--- src/shared/tteca_pkg.sv ---
// tteca_pkg: shared constants and types for the triple timer/event counter
// assumes a single 20 MHz system clock; machine cycle derived by a divider
package tteca_pkg;
    // ------------------------------------------------------------
    // widths and timing
    // ------------------------------------------------------------
    localparam int TTEC_CNT_W = 16;                  // full count width
    localparam int TTEC_BYTE_W = 8;                  // one count byte
    localparam int TTEC_OSC_PER_MC = 12;             // oscillator periods per machine cycle
    localparam int TTEC_MC_DIV = TTEC_OSC_PER_MC;    // clock edges per machine cycle
    localparam int TTEC_EDGE_MC = 2;                 // machine cycles to recognise an edge
    localparam logic [3:0] TTEC_DIV_LAST = 4'(TTEC_MC_DIV - 1);
    localparam logic [7:0] TTEC_BYTE_ONES = 8'hff;   // byte all ones
    localparam logic [15:0] TTEC_CNT_ONES = 16'hffff;
    localparam logic [15:0] TTEC_CNT_ZERO = 16'h0000;
    localparam logic [7:0] TTEC_BYTE_ONE = 8'h01;    // increment step
    // ------------------------------------------------------------
    // unit operating mode
    // ------------------------------------------------------------
    typedef enum logic {TTEC_MODE_TIMER, TTEC_MODE_COUNTER} tteca_mode_t;
endpackage

--- src/design/tteca_unit.sv ---
// tteca_unit: one 16-bit timer/event counter unit
// assumes tick_in is a one-clock pulse per machine cycle and event_in is already synchronised
`timescale 1ns/1ps
module tteca_unit
    import tteca_pkg::*;
(
    input wire logic clk_in,
    input wire logic rst_n_in,
    input wire logic tick_in,                 // machine cycle strobe
    input wire logic run_in,                  // count enable
    input wire logic mode_in,                 // 0 timer, 1 counter
    input wire logic event_in,                // synchronised event pin
    output logic edge_out,                    // falling edge seen this tick
    output logic [7:0] count_low_byte_out,
    output logic [7:0] count_high_byte_out,
    output logic ovf_out                      // one-clock rollover pulse
);
    // ------------------------------------------------------------
    // sampling
    // ------------------------------------------------------------
    logic sample_q;                           // level at last machine cycle
    logic step;                               // advance this tick
    logic [7:0] low_q;
    logic [7:0] high_q;
    logic ovf_q;

    // one sample per machine cycle only [RL5]
    always_ff @(posedge clk_in or negedge rst_n_in) begin
        if (!rst_n_in) begin
            sample_q <= 1'b0;
        end else if (tick_in) begin
            sample_q <= event_in;
        end
    end

    // high then low across consecutive samples [RL4] [RL5]
    assign edge_out = tick_in && sample_q && !event_in;
    // timer steps every machine cycle, counter on edge [RL2] [RL3]
    assign step = run_in && (mode_in == TTEC_MODE_TIMER ? tick_in : edge_out);

    // ------------------------------------------------------------
    // count bytes
    // ------------------------------------------------------------
    // low byte carries into high byte [RL1] [RL14]; result visible next cycle [RL6]
    always_ff @(posedge clk_in or negedge rst_n_in) begin
        if (!rst_n_in) begin
            low_q <= '0;
            high_q <= '0;
        end else if (step) begin
            low_q <= low_q + TTEC_BYTE_ONE;
            if (low_q == TTEC_BYTE_ONES) begin
                high_q <= high_q + TTEC_BYTE_ONE;
            end
        end
    end

    // rollover pulse feeds the overflow flag [RL13]
    always_ff @(posedge clk_in or negedge rst_n_in) begin
        if (!rst_n_in) begin
            ovf_q <= 1'b0;
        end else begin
            ovf_q <= step && ({high_q, low_q} == TTEC_CNT_ONES);
        end
    end

    assign count_low_byte_out = low_q;
    assign count_high_byte_out = high_q;
    assign ovf_out = ovf_q;

    // ------------------------------------------------------------
    // checks
    // ------------------------------------------------------------
    a_carry_into_high: assert property (@(posedge clk_in) disable iff (!rst_n_in) // [RL14]
        (step && low_q == TTEC_BYTE_ONES) |=> (high_q == $past(high_q) + TTEC_BYTE_ONE))
        else $error("low byte did not carry");
    a_sample_per_tick: assert property (@(posedge clk_in) disable iff (!rst_n_in) // [RL5]
        !tick_in |=> $stable(sample_q))
        else $error("input sampled off the machine cycle");
    a_timer_steps: assert property (@(posedge clk_in) disable iff (!rst_n_in) // [RL3]
        (tick_in && run_in && mode_in == TTEC_MODE_TIMER) |=> ({high_q, low_q} == $past({high_q, low_q}) + 16'h0001))
        else $error("timer missed a machine cycle");
    a_counter_holds: assert property (@(posedge clk_in) disable iff (!rst_n_in) // [RL4]
        (mode_in == TTEC_MODE_COUNTER && !edge_out) |=> $stable({high_q, low_q}))
        else $error("counter moved without edge");
endmodule

--- src/design/tteca_top.sv ---
// tteca_top: three timer/event counter units with an extended third unit
// assumes 20 MHz clk_in, asynchronous event pins, control straps held static by the core
`timescale 1ns/1ps
// Contract
// RL1: three units, each sixteen-bit low/high count
// RL2: each unit timer or event counter
// RL3: timer advances once per machine cycle
// RL4: counter advances on input falling edge
// RL5: sample input once per machine cycle
// RL6: new count visible next machine cycle
// RL7: edge needs two machine cycles
// RL8: source holds each level one cycle
// RL9: units raise periodic interrupt requests
// RL10: third unit sixteen-bit with output generator
// RL11: third unit captures count on event
// RL12: third unit reloads, counts up or down
// RL13: rollover sets overflow flag, drives interrupt
// RL14: low byte carries into high byte
module tteca_top
    import tteca_pkg::*;
(
    input wire logic clk_in,
    input wire logic reset_n_in,
    input wire logic [2:0] run_in,                  // per-unit count enable
    input wire logic [2:0] mode_in,                 // per-unit: 0 timer, 1 event counter
    input wire logic event_input_a_in,              // event pin of unit a
    input wire logic event_input_b_in,              // event pin of unit b
    input wire logic event_input_c_in,              // event pin of the extended unit
    input wire logic capture_pin_in,                // capture/reload trigger pin
    input wire logic capture_mode_in,               // 1 capture, 0 reload on trigger
    input wire logic trigger_enable_in,             // trigger pin enable
    input wire logic count_down_in,                 // extended unit direction
    input wire logic [15:0] reload_value_in,        // extended unit reload value
    input wire logic [2:0] ovf_clear_in,            // per-unit overflow flag clear
    output logic [7:0] count_low_byte_a_out,
    output logic [7:0] count_high_byte_a_out,
    output logic [7:0] count_low_byte_b_out,
    output logic [7:0] count_high_byte_b_out,
    output logic [15:0] count_c_out,
    output logic [15:0] capture_c_out,
    output logic [2:0] ovf_flag_out,                // sticky overflow flags
    output logic [2:0] irq_out,                     // interrupt requests
    output logic timer_output_out                   // toggles on third unit overflow
);
    // ------------------------------------------------------------
    // reset release and machine cycle divider
    // ------------------------------------------------------------
    logic rst_meta_q;
    logic rst_n_q;                                  // synchronised reset used everywhere
    logic [3:0] div_q;
    logic tick;

    // assertion async, release through two flops
    // a bare release could land near an edge and free some flops a cycle early,
    // so the whole block waits for this one synchronised copy
    always_ff @(posedge clk_in or negedge reset_n_in) begin
        if (!reset_n_in) begin
            rst_meta_q <= 1'b0;
            rst_n_q <= 1'b0;
        end else begin
            rst_meta_q <= 1'b1;
            rst_n_q <= rst_meta_q;
        end
    end

    // twelve oscillator periods form one machine cycle
    // the last divider count doubles as the machine cycle strobe,
    // so every sampler and counter below steps on the same clock
    always_ff @(posedge clk_in or negedge rst_n_q) begin
        if (!rst_n_q) begin
            div_q <= '0;
        end else if (div_q == TTEC_DIV_LAST) begin
            div_q <= '0;
        end else begin
            div_q <= div_q + 4'h1;
        end
    end
    // one clock wide; nothing below may treat it as a level
    assign tick = (div_q == TTEC_DIV_LAST);

    // ------------------------------------------------------------
    // pin synchronisers
    // ------------------------------------------------------------
    // only the second stage is read by logic
    // bit order: 0 unit a, 1 unit b, 2 extended unit, 3 trigger pin
    // reset low is harmless: pins idle high, so release looks like a rise, never a fall
    logic [3:0] pin_meta_q;
    logic [3:0] pin_sync_q;
    always_ff @(posedge clk_in or negedge rst_n_q) begin
        if (!rst_n_q) begin
            pin_meta_q <= '0;
            pin_sync_q <= '0;
        end else begin
            pin_meta_q <= {capture_pin_in, event_input_c_in, event_input_b_in, event_input_a_in};
            pin_sync_q <= pin_meta_q;
        end
    end

    // ------------------------------------------------------------
    // units a and b
    // ------------------------------------------------------------
    logic [1:0] ovf_ab;
    logic [1:0] edge_ab;
    logic [7:0] low_ab [2];
    logic [7:0] high_ab [2];
    genvar gi;
    generate
        for (gi = 0; gi < 2; gi++) begin : g_unit
            // independent simple units [RL1] [RL2]
            // both share the divider, so their machine cycles line up
            tteca_unit u_unit (
                .clk_in(clk_in),
                .rst_n_in(rst_n_q),
                .tick_in(tick),
                .run_in(run_in[gi]),
                .mode_in(mode_in[gi]),
                .event_in(pin_sync_q[gi]),
                .edge_out(edge_ab[gi]),
                .count_low_byte_out(low_ab[gi]),
                .count_high_byte_out(high_ab[gi]),
                .ovf_out(ovf_ab[gi])
            );
        end
    endgenerate
    assign count_low_byte_a_out = low_ab[0];
    assign count_high_byte_a_out = high_ab[0];
    assign count_low_byte_b_out = low_ab[1];
    assign count_high_byte_b_out = high_ab[1];

    // ------------------------------------------------------------
    // extended unit c: always full sixteen bits
    // ------------------------------------------------------------
    logic samp_c_q;                                 // event pin, last machine cycle
    logic samp_t_q;                                 // trigger pin, last machine cycle
    logic edge_c;
    logic trig;
    logic step_c;
    logic [15:0] cnt_c_q;
    logic [15:0] cap_c_q;
    logic ovf_c;
    logic tout_q;

    // one sample per machine cycle for both pins [RL5]
    // a level shorter than one machine cycle may slip between two ticks and be lost
    always_ff @(posedge clk_in or negedge rst_n_q) begin
        if (!rst_n_q) begin
            samp_c_q <= 1'b0;
            samp_t_q <= 1'b0;
        end else if (tick) begin
            samp_c_q <= pin_sync_q[2];
            samp_t_q <= pin_sync_q[3];
        end
    end

    // falling edge across two samples [RL4] [RL7]
    assign edge_c = tick && samp_c_q && !pin_sync_q[2];
    assign trig = tick && trigger_enable_in && samp_t_q && !pin_sync_q[3];
    assign step_c = run_in[2] && (mode_in[2] == TTEC_MODE_TIMER ? tick : edge_c);

    // rollover depends on direction
    // up rolls at all ones, down at zero; a stopped unit never rolls
    assign ovf_c = step_c && (count_down_in ? (cnt_c_q == TTEC_CNT_ZERO) : (cnt_c_q == TTEC_CNT_ONES));

    // count with reload on up rollover or trigger [RL10] [RL12]
    always_ff @(posedge clk_in or negedge rst_n_q) begin
        if (!rst_n_q) begin
            cnt_c_q <= '0;
        end else if (trig && !capture_mode_in) begin
            cnt_c_q <= reload_value_in;             // external reload wins over a step
        end else if (ovf_c) begin
            // down counting underflows to all ones, only up counting reloads [RL12]
            cnt_c_q <= count_down_in ? TTEC_CNT_ONES : reload_value_in;
        end else if (step_c) begin
            cnt_c_q <= count_down_in ? cnt_c_q - 16'h0001 : cnt_c_q + 16'h0001;
        end
    end

    // capture running count on trigger [RL11]
    // the count is read before any update, so capture sees the running value
    always_ff @(posedge clk_in or negedge rst_n_q) begin
        if (!rst_n_q) begin
            cap_c_q <= '0;
        end else if (trig && capture_mode_in) begin
            cap_c_q <= cnt_c_q;
        end
    end

    // output generator toggles per overflow [RL10]
    // toggling halves the rollover rate, so the pin carries a square wave
    always_ff @(posedge clk_in or negedge rst_n_q) begin
        if (!rst_n_q) begin
            tout_q <= 1'b0;
        end else if (ovf_c) begin
            tout_q <= ~tout_q;
        end
    end

    assign count_c_out = cnt_c_q;
    assign capture_c_out = cap_c_q;
    assign timer_output_out = tout_q;

    // ------------------------------------------------------------
    // overflow flags and interrupts
    // ------------------------------------------------------------
    logic [2:0] ovf_ev;
    logic [2:0] flag_q;
    assign ovf_ev = {ovf_c, ovf_ab};

    // set wins over clear so no rollover is lost [RL13]
    // clear is a level: held high it keeps the flag low until a new rollover
    // units a and b register their rollover first, so they flag a clock later
    always_ff @(posedge clk_in or negedge rst_n_q) begin
        if (!rst_n_q) begin
            flag_q <= '0;
        end else begin
            flag_q <= ovf_ev | (flag_q & ~ovf_clear_in);
        end
    end
    assign ovf_flag_out = flag_q;
    // periodic requests follow the flags [RL9]
    assign irq_out = flag_q;

    // ------------------------------------------------------------
    // checks
    // ------------------------------------------------------------
    a_tick_period: assert property (@(posedge clk_in) disable iff (!rst_n_q) // [RL3]
        tick |=> !tick [*8] ##0 1'b1)
        else $error("machine cycle too short");
    a_flag_set_wins: assert property (@(posedge clk_in) disable iff (!rst_n_q) // [RL13]
        ovf_ev[2] |=> flag_q[2])
        else $error("overflow lost");
    a_irq_from_flag: assert property (@(posedge clk_in) disable iff (!rst_n_q) // [RL9]
        irq_out == flag_q)
        else $error("irq not following flag");
    a_capture_value: assert property (@(posedge clk_in) disable iff (!rst_n_q) // [RL11]
        (trig && capture_mode_in) |=> (cap_c_q == $past(cnt_c_q)))
        else $error("capture mismatch");
    a_reload_value: assert property (@(posedge clk_in) disable iff (!rst_n_q) // [RL12]
        (ovf_c && !count_down_in && !trig) |=> (cnt_c_q == $past(reload_value_in)))
        else $error("reload mismatch");
    a_down_step: assert property (@(posedge clk_in) disable iff (!rst_n_q) // [RL12]
        (step_c && count_down_in && !ovf_c && !trig) |=> (cnt_c_q == $past(cnt_c_q) - 16'h0001))
        else $error("down count wrong");
    a_tout_toggle: assert property (@(posedge clk_in) disable iff (!rst_n_q) // [RL10]
        ovf_c |=> (tout_q != $past(tout_q)))
        else $error("output did not toggle");
    // a counted edge needs a fresh high sample, so the next one is two ticks away
    a_event_spacing: assert property (@(posedge clk_in) disable iff (!rst_n_q) // [RL7]
        edge_c |=> (!edge_c) [*8] ##4 !edge_c)
        else $error("edges too close");

    // ------------------------------------------------------------
    // checks: extended unit count path
    // ------------------------------------------------------------
    // no step and no trigger: the count must not drift
    a_c_hold_idle: assert property (@(posedge clk_in) disable iff (!rst_n_q) // [RL4]
        (!step_c && !trig) |=> $stable(cnt_c_q))
        else $error("extended count moved while idle");
    // a counted edge shows up at the very next clock
    a_c_visible_next: assert property (@(posedge clk_in) disable iff (!rst_n_q) // [RL6]
        (edge_c && run_in[2] && mode_in[2] == TTEC_MODE_COUNTER && !count_down_in && !ovf_c && !trig)
        |=> (cnt_c_q == $past(cnt_c_q) + 16'h0001))
        else $error("counted edge not visible");
    // plain up step away from the rollover point
    a_c_up_step: assert property (@(posedge clk_in) disable iff (!rst_n_q) // [RL12]
        (step_c && !count_down_in && !ovf_c && !trig) |=> (cnt_c_q == $past(cnt_c_q) + 16'h0001))
        else $error("up count wrong");
    // down rollover lands on all ones, not on the reload value
    a_c_down_wrap: assert property (@(posedge clk_in) disable iff (!rst_n_q) // [RL12]
        (ovf_c && count_down_in && !trig) |=> (cnt_c_q == TTEC_CNT_ONES))
        else $error("down rollover wrong");
    // a reload trigger overrides any step in the same cycle
    a_reload_trigger: assert property (@(posedge clk_in) disable iff (!rst_n_q) // [RL12]
        (trig && !capture_mode_in) |=> (cnt_c_q == $past(reload_value_in)))
        else $error("trigger reload wrong");

    // ------------------------------------------------------------
    // checks: capture register and output generator
    // ------------------------------------------------------------
    // the holding register keeps its value between captures
    a_capture_holds: assert property (@(posedge clk_in) disable iff (!rst_n_q) // [RL11]
        !(trig && capture_mode_in) |=> $stable(cap_c_q))
        else $error("capture changed without trigger");
    // the output level only moves on a rollover
    a_tout_steady: assert property (@(posedge clk_in) disable iff (!rst_n_q) // [RL10]
        !ovf_c |=> $stable(tout_q))
        else $error("output moved without rollover");

    // ------------------------------------------------------------
    // checks: overflow flags of all units
    // ------------------------------------------------------------
    // any rollover, whatever unit, leaves its flag set
    a_flag_all_set: assert property (@(posedge clk_in) disable iff (!rst_n_q) // [RL13]
        (ovf_ev != 3'h0) |=> ((flag_q & $past(ovf_ev)) == $past(ovf_ev)))
        else $error("rollover flag not set");
    // a clear with no rollover in the same cycle drops the flag
    a_flag_clear: assert property (@(posedge clk_in) disable iff (!rst_n_q) // [RL13]
        ((ovf_clear_in & ~ovf_ev) != 3'h0) |=> ((flag_q & $past(ovf_clear_in) & ~$past(ovf_ev)) == 3'h0))
        else $error("flag survived a clear");
endmodule

--- config.mk ---
export PLATFORM = sky130hd
export DESIGN_NAME = tteca_top
export DESIGN_NICKNAME = d
export VERILOG_FILES = /design/src/shared/tteca_pkg.sv /design/src/design/tteca_unit.sv /design/src/design/tteca_top.sv
export SDC_FILE = /design/constraint.sdc
export NUM_CORES = 1
export LEC_CHECK = 0
export ABC_CLOCK_PERIOD_IN_PS = 4500
export BUFFER_PORTS_ARGS = -buffer_cell sky130_fd_sc_hd__buf_2
export CORE_UTILIZATION = 55
export CTS_BUF_LIST = sky130_fd_sc_hd__clkbuf_2
export DETAILED_ROUTE_END_ITERATION = 8
export PLACE_DENSITY = 0.84
export SLEW_MARGIN = 10
export SYNTH_ARGS = -nofsm -noshare
export SYNTH_HDL_FRONTEND = slang
export SYNTH_SLANG_ARGS = --single-unit
--- constraint.sdc ---
create_clock -name clk_in -period 4.5 [get_ports clk_in]
set_input_delay 0.45 -clock clk_in [delete_from_list [all_inputs] [get_ports clk_in]]
set_output_delay 0.45 -clock clk_in [all_outputs]
set_load 0.05 [all_outputs]
==> impl_metrics.yaml <==
status:
  status: "completed"
logic_synthesis:
  yosys_register_bits: 88
  synth-edff-count: 0
  part_of_the_yosys_area_used_for_sequential_elements_pct: 47.5
  ys_top_cells_by_count: "dfrtp_1, nand2_1, a21oi_1"
  synth_area_um2: 4640
  async_flop_share_pct: 100
  synth_largest_type_area_fraction_pct: 47.5
  ys_dominant_reg_cell: "dfrtp_1"
  syn-instance-count: 434
  synth_nets: 488
  yosys.cell_types.count: 54
  synth.most_common_cell: "dfrtp_1"
  syn_warnings: 0
  post-synth-top-area-cell: "dfrtp_1"
  netlist_top_cells_area: "dfrtp_1, ha_1, mux2_2"
  syn_area_per_cell_um2: 10.7
timing:
  timing.final.setup_violations: 0
  fin_skew_ps: 31.5
  maxClockFrequency_mhz: 386
  worst_max_slew_pin_slew_ps: 1090
  finalHoldViolations: 0
  finalWorstPathRequiredPeriod_ps: 2590
  setup_tns_ps: 0
  worst_slew_margin_rel_pct: 26.7
  timing_max_transition_violations_final: 0
  period_utilisation_layout_pct: 57.6
  setup_repair_after_global_routing_missed_its_margin: "false"
layout:
  final_cell_area_um2: 5420
  syn2layout_area_growth_pct: 16.8
  nFillCells: 684
  multi_input_comb_area_um2: 2310
  nNetsFinal: 592
  final-seq-area_um2: 2210
  final_core_utilization_pct: 66.3
  layout_cells_sized_above_1_pct: 29.5
power:
  leakagePower_nw: 2.71
  ir_worst_vdd_mv: 0.218
  power.density_cell_area_nw_per_um2: 436
routing:
  detailedRoute.firstIterationViolations: 250
  drtAntennaViolNets: 0
  route.final.wire_length_mm: 10.7
  wl_per_cell_um: 16.5
  drc: 0
  detailedRoute.firstPassIterationCount: 4
  avgViaCountPerCell: 5.77
  num_vias: 3737
clock_tree:
  post-cts-setup-buffers: 0
  cts_buffers: 9
  path_clk_slew_ps: 240
  cts_root_buf: "clkbuf_2"
  max-clock-path-buffers: 2
  tritoncts: "built"
  clkLatencyLatePin_ps: 550
  number_of_sinks_handled_by_clock_tree_synthesis: 88
  htree_levels: 3
global_routing:
  gr-total-overflow: 0
  initial_antenna_violation_count: 1
  grt_max_degree: 87
  grt_pass1_wl_mm: 17.2
  grt.total_usage_pct: 25.3
  first_global_vias: 3567
setup_path:
  r2r-start: "div_q[0]"
  timing.critical_path.from_type: "flop"
  worst-path-buf-inv: 0
  startpoint: "div_q[0]"
  path_depth: 7
  crit_family: "compound AO/OA/AOI/OAI gates"
  worstPathRequired_ps: 4950
  path_max_fanout: 13
  r2r.worst_path.cells: 7
  endpoint_class_of_the_critical_path: "flop"
  setup_cp_type: "flop to flop"
  critical_path.slowest_cell: "or3_1"
  critPathArrivalTime_ps: 3040
  crit_path_max_incr_delay_ps: 500
  chain_of_cells_forming_the_critical_path: "ha_1 -> and3b_2 -> o211ai_4 -> or3_1 -> o21a_2 -> a21oi_1 -> a221o_1"
min_path:
  timing.hold.worst_path_depth: 2
  min_delay_worst_type: "input pin to flop"
  worstHoldStart: "ovf_clear_in[2]"
floorplanning:
  die_area_um2: 8800
  io_pins: 105
  die_width_um: 93.8
  initial_utilization_pct: 56.7
  die-height_um: 93.8
  std_cell_rows: 33
  coreArea_um2: 8180
placed_design:
  half_perimeter_wire_length_after_placement_mm: 7.66
  place.port_buffers: 104
  place_congestion: 0.953
  postPlaceCellArea_um2: 5200
run:
  max_cap_violations: 0
-- routing by layer --
metal	global-route usage, %	wire [um]	vias to the layer above
met5	0	0	-
met4	8.97	111	0
met3	5.02	693	12
met2	40.2	5200	153
met1	34.3	4710	1782
li1	-	-	1790
-- flip-flops by register name, indices dropped and copies added (netlist names) --
register,cells
g_unit.u_unit.sample_q,2
irq_out,3
pin_meta_q,4
g_unit.u_unit.count_low_byte_out,16
capture_c_out,16
rst_meta_q,1
samp_c_q,1
timer_output_out,1
samp_t_q,1
g_unit.u_unit.count_high_byte_out,16
count_c_out,16
rst_n_q,1
pin_sync_q,4
div_q,4
g_unit.u_unit.ovf_out,2
-- cell type report --
class,instances,area share (%)
Inverter,10,0.693
Clock inverter,6,2.17
Timing Repair Buffer,109,10.5
Antenna cell,1,0.0462
Tap cell,105,2.43
Clock buffer,9,0.832
Multi-Input combinational cell,320,42.6
Sequential cell,88,40.7
-- cells in the final DEF (no fill, tap or decap), types with 2 or more instances in the layout --
cell and count:
a211oi_1 4, mux2_2 21, buf_2 104, nand2b_1 3, xor2_1 18, dfrtp_1 87, a221o_1 2, o31ai_1 9
and3_1 5, o21a_1 2, nor4_1 3, a21o_1 10, nor2b_1 2, nand2_1 41, inv_1 10, nor2_2 3
bufinv_16 3, xnor2_1 27, a22oi_1 3, clkbuf_2 9, o211ai_4 2, o22ai_1 6, nor3_2 3, nor3_1 8
o211ai_1 5, nor4_4 2, a31oi_1 8, or2_2 2, nand3_1 7, dlygate4sd3_1 5, nand4_1 20, ha_1 19
nor2_1 22, o21ai_0 13, a21oi_1 31
-- power by group --
part	internal, W	switching (W)
Combinational	0.000297	0.000548
Sequential	0.000860	0.000133
Clock	0.000241	0.000284
-- metrics by stage --
step | power [W] | hold WS [ps] | std cells | setup slack [ps]
after CTS | 0.00236 | 13.1 | 646 | 1900
after global routing | 0.00248 | 58.1 | 647 | 1770
final | 0.00236 | 87.5 | 648 | 1910
after detailed placement | 0.00184 | 240 | 627 | 1890
after global placement | 0.00182 | 236 | 627 | 1910
after floorplan | 0.00162 | 154 | 434 | 1870
-- path summary, 6_finish.rpt --
| check | endpoint | slack, ps |
|---|---|---|
| worst min-delay path | irq_out[2] | 90 |
| min in group asynchronous | rst_meta_q | 190 |
| worst min register to register | pin_sync_q[2] | 370 |
| worst max register to register | count_c_out[3] | 1910 |
| max in group asynchronous | capture_c_out[5] | 3290 |
| worst max-delay path | count_c_out[3] | 1910 |
-- cell families after synthesis --
logic type	Yosys count	share of synthesized area [%]
other	1	0.0809
buffers and inverters	26	2.75
AO/OA/AOI/OAI	103	15.3
flip-flops	88	47.5
multiplexers	22	5.34
adder cells (fa/ha/maj)	20	5.56
AND/OR/NAND/NOR	129	15.0
XOR/XNOR	45	8.50
-- timing repair --
action                                 4_1_cts  5_1_grt
gates resized for setup                      0        0
setup endpoints to repair                    0        0
hold buffers                                 4        1
endpoints found under the hold margin        5        1
Power figures use the tool's default switching activity.
